File: src/csa_pkg.sv
// Shared constants and carrier types for the carry-select arithmetic cluster
package csa_pkg;

  // ---------------------------------------------------------------
  // Cluster geometry
  // ---------------------------------------------------------------
  localparam int CSA_CELLS = 8;                  // Logic cells per logic cluster

  // ---------------------------------------------------------------
  // APB register map
  // ---------------------------------------------------------------
  localparam int          CSA_ADDR_W     = 12;
  localparam logic [11:0] CSA_OFS_CTRL   = 12'h000;
  localparam logic [11:0] CSA_OFS_STATUS = 12'h004;
  localparam logic [31:0] CSA_CTRL_RST   = 32'h0000_0000;

  // Control register fields
  localparam int CSA_CTRL_CNT_MODE = 0;          // Register feeds back as operand_a
  localparam int CSA_CTRL_FREEZE   = 1;          // Software hold of the cell registers

  // Status register fields
  localparam int CSA_ST_SUM_LSB   = 0;
  localparam int CSA_ST_ZERO_OUT  = 8;
  localparam int CSA_ST_ONE_OUT   = 9;
  localparam int CSA_ST_CNT_MODE  = 16;
  localparam int CSA_ST_FREEZE    = 17;

  // ---------------------------------------------------------------
  // Counter steps and constant words
  // ---------------------------------------------------------------
  localparam logic [CSA_CELLS-1:0] CSA_STEP_UP   = 8'h01;
  localparam logic [CSA_CELLS-1:0] CSA_STEP_DOWN = 8'hff;
  localparam logic [CSA_CELLS-1:0] CSA_ZERO_WORD = 8'h00;
  localparam logic [31:0]          CSA_ZERO_32   = 32'h0000_0000;

  // ---------------------------------------------------------------
  // Carrier types
  // ---------------------------------------------------------------
  // Control lines: local data inputs and cluster-wide lines together
  typedef struct packed {
    logic clk_en;        // Cluster clock enable
    logic count_en;      // Counter enable, local data input
    logic count_up;      // Count direction, local data input
    logic sync_clr;      // Cluster-wide synchronous clear
    logic sync_load;     // Cluster-wide synchronous load
    logic add_nsub;      // Cluster-wide add (1) / subtract (0)
  } csa_ctrl_type;

  // The pair of carry-select chains
  typedef struct packed {
    logic carry_chain_zero;
    logic carry_chain_one;
  } csa_chain_type;

endpackage

File: src/csa_logic_cell.sv
// One logic cell in dynamic arithmetic mode: four two-input lookup functions
`timescale 1ns/10ps
`default_nettype none

module csa_logic_cell (
  input  wire logic operand_a,
  input  wire logic operand_b,
  input  wire logic add_nsub,
  input  wire logic cluster_carry_in,
  input  wire logic carry_chain_zero_in,
  input  wire logic carry_chain_one_in,
  output logic      sum_comb,
  output logic      carry_chain_zero_out,
  output logic      carry_chain_one_out
);

  logic b_eff;
  logic sum_if_zero;
  logic sum_if_one;
  logic cout_if_zero;
  logic cout_if_one;
  logic chain_level;

  // Operand b inverted for subtraction
  assign b_eff = operand_b ^ ~add_nsub;

  // Two sum lookups, one per assumed carry
  assign sum_if_zero = operand_a ^ b_eff;
  assign sum_if_one  = ~(operand_a ^ b_eff);

  // Two carry lookups, one per assumed carry
  assign cout_if_zero = operand_a & b_eff;
  assign cout_if_one  = operand_a | b_eff;

  // Each chain's carry selects that chain's carry output
  assign carry_chain_zero_out = carry_chain_zero_in ? cout_if_one : cout_if_zero;
  assign carry_chain_one_out  = carry_chain_one_in ? cout_if_one : cout_if_zero;

  // Cluster carry picks the chain, chain level picks the sum
  assign chain_level = cluster_carry_in ? carry_chain_one_in : carry_chain_zero_in;
  assign sum_comb    = chain_level ? sum_if_one : sum_if_zero;

endmodule

`default_nettype wire

File: src/csa_cluster.sv
// Logic cluster of carry-select arithmetic cells with APB control and status
//
// The implementer's own choices: the address map and register access over APB.
`timescale 1ns/10ps
`default_nettype none

module csa_cluster
  import csa_pkg::*;
(
  input  wire logic                               MCLK,
  input  wire logic                               RST,
  input  wire logic                               PSEL,
  input  wire logic                               PENABLE,
  input  wire logic                               PWRITE,
  input  wire logic [csa_pkg::CSA_ADDR_W-1:0]     PADDR,
  input  wire logic [31:0]                        PWDATA,
  output logic      [31:0]                        PRDATA,
  output logic                                    PREADY,
  output logic                                    PSLVERR,
  input  wire logic [csa_pkg::CSA_CELLS-1:0]      OPERAND_A,
  input  wire logic [csa_pkg::CSA_CELLS-1:0]      OPERAND_B,
  input  wire logic [csa_pkg::CSA_CELLS-1:0]      LOAD_DATA,
  input  wire csa_pkg::csa_ctrl_type              CTRL,
  input  wire logic                               CLUSTER_CARRY_IN,
  input  wire csa_pkg::csa_chain_type             CHAIN_IN,
  output csa_pkg::csa_chain_type                  CHAIN_OUT,
  output logic      [csa_pkg::CSA_CELLS-1:0]      SUM_COMB,
  output logic      [csa_pkg::CSA_CELLS-1:0]      SUM_REG
);
  import csa_pkg::*;

  // ---------------------------------------------------------------
  // Declarations
  // ---------------------------------------------------------------
  logic [31:0]          ctrl_q;
  logic                 pready_q;
  logic [31:0]          prdata_q;
  logic                 pslverr_q;
  logic [CSA_CELLS-1:0] sum_q;
  logic [CSA_CELLS-1:0] sum_d;
  logic [CSA_CELLS-1:0] sum_comb;
  logic [CSA_CELLS-1:0] op_a;
  logic [CSA_CELLS-1:0] op_b;
  logic                 add_nsub;
  logic [CSA_CELLS:0]   zero_c;
  logic [CSA_CELLS:0]   one_c;
  logic                 cnt_mode;
  logic                 freeze;
  logic                 reg_ce;
  logic                 apb_access;
  logic                 apb_done;

  // Address decode for the two registers
  function automatic logic csa_hit(input logic [CSA_ADDR_W-1:0] addr, input logic [CSA_ADDR_W-1:0] ofs);
    csa_hit = (addr == ofs);
  endfunction

  // ---------------------------------------------------------------
  // APB slave
  // ---------------------------------------------------------------
  assign apb_access = PSEL & PENABLE;
  assign apb_done   = apb_access & pready_q;

  // One wait state, then a one-cycle ready
  always_ff @(posedge MCLK or posedge RST) begin
    if (RST) begin
      pready_q <= 1'b0;
    end else begin
      pready_q <= apb_access & ~pready_q;
    end
  end

  // Read data and error captured as ready rises
  always_ff @(posedge MCLK or posedge RST) begin
    if (RST) begin
      prdata_q  <= CSA_ZERO_32;
      pslverr_q <= 1'b0;
    end else if (apb_access & ~pready_q) begin
      prdata_q  <= CSA_ZERO_32;
      pslverr_q <= 1'b0;
      if (csa_hit(PADDR, CSA_OFS_CTRL)) begin
        prdata_q <= PWRITE ? CSA_ZERO_32 : ctrl_q;
      end else if (csa_hit(PADDR, CSA_OFS_STATUS)) begin
        if (!PWRITE) begin
          prdata_q[CSA_ST_SUM_LSB +: CSA_CELLS] <= sum_q;
          prdata_q[CSA_ST_ZERO_OUT]            <= zero_c[CSA_CELLS];
          prdata_q[CSA_ST_ONE_OUT]             <= one_c[CSA_CELLS];
          prdata_q[CSA_ST_CNT_MODE]            <= cnt_mode;
          prdata_q[CSA_ST_FREEZE]              <= freeze;
        end
      end else begin
        pslverr_q <= 1'b1;                      // Unmapped address
      end
    end else begin
      pslverr_q <= 1'b0;
    end
  end

  // Control register, written at the completing edge
  always_ff @(posedge MCLK or posedge RST) begin
    if (RST) begin
      ctrl_q <= CSA_CTRL_RST;
    end else if (apb_done & PWRITE & csa_hit(PADDR, CSA_OFS_CTRL)) begin
      ctrl_q <= CSA_ZERO_32;
      ctrl_q[CSA_CTRL_CNT_MODE] <= PWDATA[CSA_CTRL_CNT_MODE];
      ctrl_q[CSA_CTRL_FREEZE]   <= PWDATA[CSA_CTRL_FREEZE];
    end
  end

  assign cnt_mode = ctrl_q[CSA_CTRL_CNT_MODE];
  assign freeze   = ctrl_q[CSA_CTRL_FREEZE];
  assign PREADY   = pready_q;
  assign PRDATA   = prdata_q;
  assign PSLVERR  = pslverr_q;

  // ---------------------------------------------------------------
  // Operand steering
  // ---------------------------------------------------------------
  // Counter mode feeds the register back and steps by one
  always_comb begin
    op_a     = OPERAND_A;
    op_b     = OPERAND_B;
    add_nsub = CTRL.add_nsub;
    if (cnt_mode) begin
      op_a     = sum_q;
      op_b     = CTRL.count_up ? CSA_STEP_UP : CSA_STEP_DOWN;
      add_nsub = 1'b1;
    end
  end

  // ---------------------------------------------------------------
  // Cell array on the two carry chains
  // ---------------------------------------------------------------
  assign zero_c[0] = CHAIN_IN.carry_chain_zero;
  assign one_c[0]  = CHAIN_IN.carry_chain_one;

  for (genvar i = 0; i < CSA_CELLS; i++) begin : g_cell
    csa_logic_cell u_cell (
      .operand_a            (op_a[i]),
      .operand_b            (op_b[i]),
      .add_nsub             (add_nsub),
      .cluster_carry_in     (CLUSTER_CARRY_IN),
      .carry_chain_zero_in  (zero_c[i]),
      .carry_chain_one_in   (one_c[i]),
      .sum_comb             (sum_comb[i]),
      .carry_chain_zero_out (zero_c[i+1]),
      .carry_chain_one_out  (one_c[i+1])
    );
  end

  // Combinational copy and chain carries leave the cluster directly
  assign SUM_COMB                   = sum_comb;
  assign CHAIN_OUT.carry_chain_zero = zero_c[CSA_CELLS];
  assign CHAIN_OUT.carry_chain_one  = one_c[CSA_CELLS];

  // ---------------------------------------------------------------
  // Cell registers
  // ---------------------------------------------------------------
  assign reg_ce = CTRL.clk_en & ~freeze;

  // Clear over load over count or sum
  always_comb begin
    sum_d = sum_q;
    if (CTRL.sync_clr) begin
      sum_d = CSA_ZERO_WORD;
    end else if (CTRL.sync_load) begin
      sum_d = LOAD_DATA;
    end else if (!cnt_mode || CTRL.count_en) begin
      sum_d = sum_comb;
    end
  end

  // All cells update at one edge under the clock enable
  always_ff @(posedge MCLK or posedge RST) begin
    if (RST) begin
      sum_q <= CSA_ZERO_WORD;
    end else if (reg_ce) begin
      sum_q <= sum_d;
    end
  end

  assign SUM_REG = sum_q;

  // ---------------------------------------------------------------
  // Checks
  // ---------------------------------------------------------------
  logic [CSA_CELLS-1:0] ref_b;
  logic                 ref_cin;
  logic [CSA_CELLS:0]   ref_sum;
  logic [CSA_CELLS:0]   ref_zero;
  logic [CSA_CELLS:0]   ref_one;

  assign ref_b    = add_nsub ? op_b : ~op_b;
  assign ref_cin  = CLUSTER_CARRY_IN ? one_c[0] : zero_c[0];
  assign ref_sum  = {1'b0, op_a} + {1'b0, ref_b} + {{CSA_CELLS{1'b0}}, ref_cin};
  assign ref_zero = {1'b0, op_a} + {1'b0, ref_b} + {{CSA_CELLS{1'b0}}, zero_c[0]};
  assign ref_one  = {1'b0, op_a} + {1'b0, ref_b} + {{CSA_CELLS{1'b0}}, one_c[0]};
endmodule

`default_nettype wire

File: config.mk
export PLATFORM = sky130hd
export DESIGN_NAME = csa_cluster
export DESIGN_NICKNAME = d
export VERILOG_FILES = /design/src/csa_pkg.sv /design/src/csa_logic_cell.sv /design/src/csa_cluster.sv
export SDC_FILE = /design/constraint.sdc
export NUM_CORES = 1
export LEC_CHECK = 0
export BUFFER_PORTS_ARGS = -buffer_cell sky130_fd_sc_hd__clkbuf_2
export CORE_MARGIN = 4
export CORE_UTILIZATION = 49
export DETAILED_ROUTE_END_ITERATION = 7
export PLACE_DENSITY = 0.87
export REMOVE_ABC_BUFFERS = 1
export SYNTH_ARGS = -nofsm -noshare
export SYNTH_HDL_FRONTEND = slang
export SYNTH_SLANG_ARGS = --single-unit
File: constraint.sdc
create_clock -name MCLK -period 6.1 [get_ports MCLK]
set_input_delay 0.915 -clock MCLK [delete_from_list [all_inputs] [get_ports MCLK]]
set_output_delay 0.915 -clock MCLK [all_outputs]
set_load 0.01 [all_outputs]
======== Word level (Yosys, flattened, before mapping) ========
Cells that the tools add are included.
word-level totals
  bits in registers ....................... 44
  bits of input ports ..................... 82
  output and inout port bits .............. 52
  word-level logic and storage cells ...... 109
operators by class
  eq/ne operators ......................... 1
  multiplexer cells ....................... 49
  bitwise gates (word level) .............. 49
  reduce and logical (&&, ||, !) cells .... 5
operator list
  operator             number
  $mux 8               6
  $mux 1               36
  $mux 10              3
  $xor 1x1->1          16
  $and 1x1->1          14
  $eq 12x3->1 const B  1
  $logic_not 12->1     1
  $not 1->1            11
  $mux 2               4
  $or 1x1->1           8
  $reduce_bool 3->1    1
  $reduce_and 2->1     1
  $logic_not 1->1      1
  $logic_or 1x1->1     1

======== Logic depth before layout (Yosys ltp) ========
Gate-level depths: netlist of the first run.
  depth after elaboration ................. 16
  mapped depth ............................ 12
  mapped depth without buffers ............ 10

======== Hierarchy ========
Synthesis of the first run repeated with hierarchy kept, for this count alone.
second synthesis, totals
  cells, all modules ...................... 246
  area total of the unflattened synthesis .. 2,150.8 um2
by module, submodules not included
  module          instances  cells an instance  area each (um2)
  csa_cluster     1          158                1,530.2
  csa_logic_cell  8          11                 77.6

======== Least setup slack after synthesis of the first run ========
No wires, ideal clock.
  kind .................................... in2out
  start point ............................. input port CTRL[0] (netlist bit)
  end point ............................... output port CHAIN_OUT[0] (netlist bit)
  arrival time ............................ 3,434 ps
  data required time ...................... 5,185 ps
  slack ................................... 1,751 ps
  cell stages on the path ................. 12
  path buffers ............................ 2
  cells stage by stage .................... clkbuf_1 xor2_1 o21ai_0 inv_1 ha_1 nor2b_1 a2111oi_1 o21ai_0 a22oi_1 mux2i_1 mux2i_1 buf_4
on the way
  cells in the longest elaborated chain, start to end .. 12
ends and longest elaborated chain
  item                                              line                                        text
  start, declared                                   csa_cluster.sv:23                           input wire csa_pkg::csa_ctrl_type CTRL,
  $mux 1 *                                          csa_cluster.sv:124                          if (cnt_mode) begin
  $not 1->1 *                                       csa_logic_cell.sv:25                        assign b_eff = operand_b ^ ~add_nsub;
  $xor 1x1->1                                       csa_logic_cell.sv:25
  $and 1x1->1 / $or 1x1->1 (equally long branches)  csa_logic_cell.sv:32, csa_logic_cell.sv:33
  $mux 1 (7 in series)                              csa_logic_cell.sv:37                        assign carry_chain_one_out = carry_chain_one_in ? cout_if_one : cout_if_zero;
  $mux 1 *                                          csa_logic_cell.sv:37
  end, declared                                     csa_cluster.sv:26                           output csa_pkg::csa_chain_type CHAIN_OUT,
Every way passes the cells marked *; elsewhere a longest branch is shown, timed or not.

==> results of run 1 <==
[power groups by stage]
stage	Clock, mW	Combinational, mW	Sequential [mW]
final	0.141	0.237	0.177
after global routing	0.152	0.262	0.178
after CTS	0.142	0.237	0.176
after detailed placement	0	0.235	0.179
after global placement	0	0.226	0.179
after floorplan	0	0.152	0.181
[critical path, cell delays in order]
cell and delay (ps):
clkbuf_2 220, xor2_1 200, o21ai_0 240, inv_1 70, ha_1 220, nor2b_1 190, a2111oi_1 560, o21ai_0 150
a22oi_1 240, mux2i_1 420, mux2i_1 230, clkbuf_2 150
[cell usage in the layout, fill, tap and decap left out, types with 6 or more instances in the layout]
master,instances
clkbuf_2,83
mux2_2,7
a22o_1,8
a22oi_1,7
nand2b_1,6
inv_1,26
nand2_1,16
mux2i_1,19
xor2_1,8
or3_1,9
xnor2_1,6
conb_1,20
nor2_1,11
dfrtp_1,24
nor2b_1,9
ha_1,16
o21ai_0,22
[per-layer routing]
metal,vias to the layer above,share of wire (%)
li1,1074,-
met1,1068,40
met2,97,51
met3,12,6.7
met4,0,1.9
met5,-,0
[path summary, 6_finish.rpt]
| check | startpoint | endpoint | slack [ps] | depth (start not counted) |
|---|---|---|---|---|
| setup / recovery | CTRL[0] | CHAIN_OUT[0] | 1360 | 12 |
| setup reg to reg | ctrl_q[0] | PRDATA[9] | 2720 | 11 |
| hold reg to reg | PRDATA[0] | PRDATA[0] | 490 | 2 |
| hold / removal | PRDATA[0] | PRDATA[0] | 490 | 2 |
| max in group asynchronous | RST | SUM_REG[7] | 4750 | 2 |
| min in group asynchronous | RST | SUM_REG[4] | 810 | 2 |
[stage by stage]
stage | setup slack [ps] | utilization [%] | instance area [um2] | hold WS [ps] | cells
global route | 1120 | 59.6 | 2870 | 528 | 419
CTS | 1390 | 59.6 | 2870 | 500 | 419
finish | 1360 | 59.6 | 2870 | 493 | 419
floorplan | 2090 | - | 2290 | 505 | 264
detailed placement | 1400 | 58.2 | 2800 | 479 | 415
global placement | 1470 | 58.2 | 2800 | 464 | 415
[sequential cells by signal, summed over array words and instances, names as in the netlist]
name and cells:
PRDATA 12, PSLVERR 1, PREADY 1, ctrl_q 2, SUM_REG 8
[layout make-up]
type / instances / area, um2 / share of cell area (%)
clock buffer: 3 / 41.3 / 1.44
clock inverter: 1 / 30.0 / 1.05
inverter: 27 / 101 / 3.53
multi-input combinational: 213 / 1590 / 55.4
sequential: 24 / 601 / 20.9
tap: 67 / 83.8 / 2.92
timing repair buffer: 84 / 423 / 14.7
[logic make-up (layout without fill, tap and decap cells)]
group / Yosys count / after routing / share of synthesized area, %
other cells: 1 / 20 / 0.151
xor+xnor: 14 / 14 / 4.92
buf+inv: 67 / 115 / 14.8
mux: 28 / 28 / 12.6
simple gates: 77 / 77 / 17.5
compound gates: 58 / 58 / 17.9
fa+ha+maj: 16 / 16 / 8.04
flops: 24 / 24 / 24.1
==> key figures, run 1 <==
Setup path
  • CP endpoint kind: output pin
  • Critical path fanouts, max: 8
  • Worst EP required: 5180 ps
  • Crit Path Category: in -> out
  • WP data arrival: 3820 ps
  • Worst Setup Start Kind: primary input

Die
  • Initial Utilization: 51.7%
  • I/O pin count: 134
  • DIE HEIGHT: 79.3 um
  • Full die area: 6290 um2
  • Die W: 79.3 um
  • Standard-cell rows: 25
  • Core Footprint: 4820 um2

Detailed routing
  • WL/cell: 15.6 um
  • Drt first pass iters: 4
  • Vias per cell: 5.37
  • Routed via count: 2251
  • Final wirelength: 6540 um
  • ANT nets after route: 0
  • DRC viols: 0
  • Starting DRT DRC Count: 131

Global routing
  • GRT overflow: 0
  • Initial antenna violation count: 0
  • All-Layer GR Usage: 20.4%
  • Largest net degree at the start of global routing: 25
  • Met1 usage: 25.0%
  • Number of global-route vias before repair: 2245
  • GRT Max-Usage Layer: met2
  • GR Util met3: 4.08%
  • First-pass GRT wire length: 10300 um
  • GR Util met2: 35.9%

Placed design
  • Placer Congestion: 0.861
  • IO buf count: 83
  • Dpl hpwl: 5150 um

Timing
  • Slew HR: 41.0%
  • Slew @ Worst Pin: 885 ps
  • Top achievable clock speed: 211 MHz
  • Crit path time final: 4740 ps
  • Setup TNS: 0 ps
  • Final worst-path cycle share: 77.7%
  • Setup violations, final: 0
  • Clock Skews: 5.04 ps
  • Final Hold Vio Count: 0
  • RSZ-0062 raised after global routing: false
  • Fin. max-slew vios: 0

CTS
  • Postcts setup bufs: 0
  • PostCTS Resize Cnt: 0
  • H-tree levels: 1
  • CTS buffer count: 3
  • CTS Buffer Depth: 2
  • Clock slew at reported path FFs: 90 ps
  • Skew-Pair Late Insertion Delay: 270 ps
  • CTS sink count: 24
  • Root Buffer: clkbuf_8
  • CTS Hold Bufs: 0
  • CTS tree: yes

Yosys
  • Cell variety after synth: 48
  • Main synth FF type: dfrtp_1
  • Post-synth EDFFs: 0
  • Avg Cell Area, Syn: 8.74 um2
  • Synth Instances: 285
  • Post-synth top area share: 24.1%
  • Top cells by area, synth: dfrtp_1 24%, buf_4 9.0%, ha_1 8.0%, mux2i_1 7.6%, o21ai_0 4.4%
  • Seq/Total Area, Yosys: 24.1%
  • Most instantiated cells after synthesis: 30 x buf_4, 26 x inv_1, 24 x dfrtp_1
  • Netlist Area Pre-Place: 2490 um2
  • Synthesized flop and latch total: 24
  • Async set-reset flop share out of synthesis: 100%
  • Synth area leader: dfrtp_1
  • Most numerous cell in the Yosys netlist: buf_4
  • Synth warnings: 0

Final layout
  • Nets: 451
  • Fillers: 443
  • Area Growth Syn to Fin: 15.4%
  • N_diodes: 0
  • Layout cells sized above 1: 31.5%

Hold path
  • Worst hold path type: reg -> reg

Flow run
  • Maxcap violations: 0

Pwr
  • Sequential power share: 31.8%
  • VDD IR max: 0.140 mV
  • Net Sw Frac: 35.6%
  • Power Total: 0.555 mW
  • PD cells: 193 nW/um2
  • Clock power frac: 25.4%
  • Logic pwr share: 42.8%
  • Internal: 0.358 mW
  • Switching power: 0.197 mW
  • Leakage: 1.49 nW

Outcome
  • Status: finished, final reports clean
Power figures use the tool's default switching activity.
==> run 2, diff against run 1 <==
--- a/config.mk
+++ b/config.mk
@@ -7,9 +7,9 @@
 export LEC_CHECK = 0
 export BUFFER_PORTS_ARGS = -buffer_cell sky130_fd_sc_hd__clkbuf_2
 export CORE_MARGIN = 4
-export CORE_UTILIZATION = 49
+export CORE_UTILIZATION = 46
 export DETAILED_ROUTE_END_ITERATION = 7
-export PLACE_DENSITY = 0.87
+export PLACE_DENSITY = 0.82
 export REMOVE_ABC_BUFFERS = 1
 export SYNTH_ARGS = -nofsm -noshare
 export SYNTH_HDL_FRONTEND = slang
==> constraint.sdc (replaced) <==
create_clock -name MCLK -period 4.94 [get_ports MCLK]
set_input_delay 0.741 -clock MCLK [delete_from_list [all_inputs] [get_ports MCLK]]
set_output_delay 0.741 -clock MCLK [all_outputs]
set_load 0.01 [all_outputs]
==> key figures, run 2 (same netlist as run 1, synthesis figures left out) <==
Setup path
  • Worst path bufs/invs: 2
  • WP data arrival: 3750 ps
  • CP endpoint kind: output pin
  • Largest stage delay, worst path: 650 ps
  • Crit path cell chain: nand2b_1 > o21ai_0 > inv_1 > ha_1 > nor2b_1 > a2111oi_1 > o21ai_0 > a22oi_1 > mux2i_1 > mux2i_1 > clkbuf_2
  • Critical path's top delay family: compound AO/OA/AOI/OAI gates
  • Worst EP required: 4200 ps
  • Critical path's slowest cell: dfrtp_1
  • Critical path fanouts, max: 13
  • Worst Setup Start Kind: flip-flop
  • Crit Path Category: reg -> out
  • Reg2Reg Setup Slack: 1510 ps

Pwr
  • Net Sw Frac: 36.8%
  • Sequential power share: 34.2%
  • Clock power frac: 20.9%
  • Leakage: 1.49 nW
  • VDD IR max: 0.124 mV
  • Switching power: 0.235 mW
  • Logic pwr share: 44.9%
  • Internal: 0.404 mW
  • PD cells: 223 nW/um2

Timing
  • Setup TNS: 0 ps
  • Final worst-path cycle share: 90.9%
  • RSZ-0062 raised after global routing: false
  • Slew @ Worst Pin: 867 ps
  • Clock Skews: 3.30 ps
  • Final Hold Vio Count: 0
  • Setup violations, final: 0
  • Fin. max-slew vios: 0
  • Top achievable clock speed: 223 MHz
  • Crit path time final: 4490 ps
  • Slew HR: 42.2%

Detailed routing
  • Routed via count: 2187
  • Vias per cell: 5.18
  • Starting DRT DRC Count: 91
  • WL/cell: 14.1 um
  • DRC viols: 0
  • Final wirelength: 5950 um
  • ANT nets after route: 0
  • Drt first pass iters: 4

Final layout
  • Area Growth Syn to Fin: 14.9%
  • Commonest non-fill, non-tap cell in the layout: clkbuf_2
  • N_diodes: 0
  • Share of the core filled with cells: 55.3%
  • Nets: 451
  • Max FFs per register: 12
  • Commonest cells after routing, fill and taps aside: 83 x clkbuf_2, 26 x inv_1, 24 x dfrtp_1
  • Layout cells sized above 1: 31.5%

Global routing
  • Largest net degree at the start of global routing: 25
  • GRT overflow: 0
  • First-pass GRT wire length: 9110 um
  • Number of global-route vias before repair: 2000
  • All-Layer GR Usage: 17.2%
  • Initial antenna violation count: 0

CTS
  • PostCTS Resize Cnt: 0
  • Root Buffer: clkbuf_8
  • CTS Buffer Depth: 2
  • CTS buffer count: 3
  • Skew-Pair Late Insertion Delay: 270 ps
  • Clock slew at reported path FFs: 80 ps
  • CTS tree: yes
  • Postcts setup bufs: 0
  • CTS Hold Bufs: 0
  • H-tree levels: 1
  • CTS sink count: 24

Hold path
  • Worst hold path type: reg -> reg

Die
  • Full die area: 6650 um2
  • DIE HEIGHT: 81.6 um
  • Initial Utilization: 48.1%
  • I/O pin count: 134
  • Die W: 81.6 um
  • Standard-cell rows: 26
  • Core Footprint: 5170 um2

Placed design
  • Placer Congestion: 0.902
  • IO buf count: 83
  • Dpl hpwl: 4960 um

Flow run
  • Maxcap violations: 0

Outcome
  • Status: finished, final reports clean
-- run 2: cell types whose count changed in the layout (fill, tap and decap cells not counted), sizes merged --
cell	previous run	this run
bufinv	1	0
clkbuf	86	87
-- run 2: routing by layer --
layer | wire length [um] | GRT usage, %
met1 | 2570 | 23.3
met2 | 2910 | 29.6
met3 | 413 | 1.86
met4 | 59 | 3.49
met5 | 0 | 0
-- run 2: stage by stage --
step | instance area [um2] | power (mW) | hold WS (ps) | cells | setup slack, ps
detailed placement | 2810 | 0.510 | 477 | 418 | 530
finish | 2860 | 0.639 | 488 | 422 | 449
global route | 2860 | 0.684 | 534 | 422 | 103
floorplan | 2290 | 0.410 | 505 | 264 | 1280
global placement | 2810 | 0.502 | 468 | 418 | 618
CTS | 2860 | 0.642 | 495 | 422 | 518
-- run 2: worst min-delay path: stages (launching register included) --
cell	delay, ps
dfrtp_1	350
nand2_1	40
o21ai_0	60
-- run 2: power by group through the flow --
| stage | clock network, mW | registers, mW | logic (mW) |
|---|---|---|---|
| floorplan | 0 | 0.223 | 0.187 |
| global placement | 0 | 0.222 | 0.280 |
| detailed placement | 0 | 0.222 | 0.288 |
| CTS | 0.134 | 0.218 | 0.289 |
| global route | 0.145 | 0.220 | 0.319 |
| finish | 0.134 | 0.219 | 0.287 |
-- run 2: area by class of cell --
| class | count | area [um2] |
|---|---|---|
| inverters | 27 | 101 |
| clock buffers | 4 | 55.1 |
| multi-input cells | 213 | 1590 |
| well taps | 70 | 87.6 |
| flip-flops and latches | 24 | 601 |
| fillers | 459 | 2310 |
| repair buffers | 84 | 423 |
-- run 2: worst paths after layout --
check,startpoint,to,cells after the start
max in group asynchronous,RST,PRDATA[17],2
worst min-delay path,PRDATA[0],PRDATA[0],2
min in group asynchronous,RST,PRDATA[9],2
worst min register to register,PRDATA[0],PRDATA[0],2
worst max register to register,ctrl_q[0],PRDATA[9],10
worst max-delay path,ctrl_q[0],CHAIN_OUT[0],11
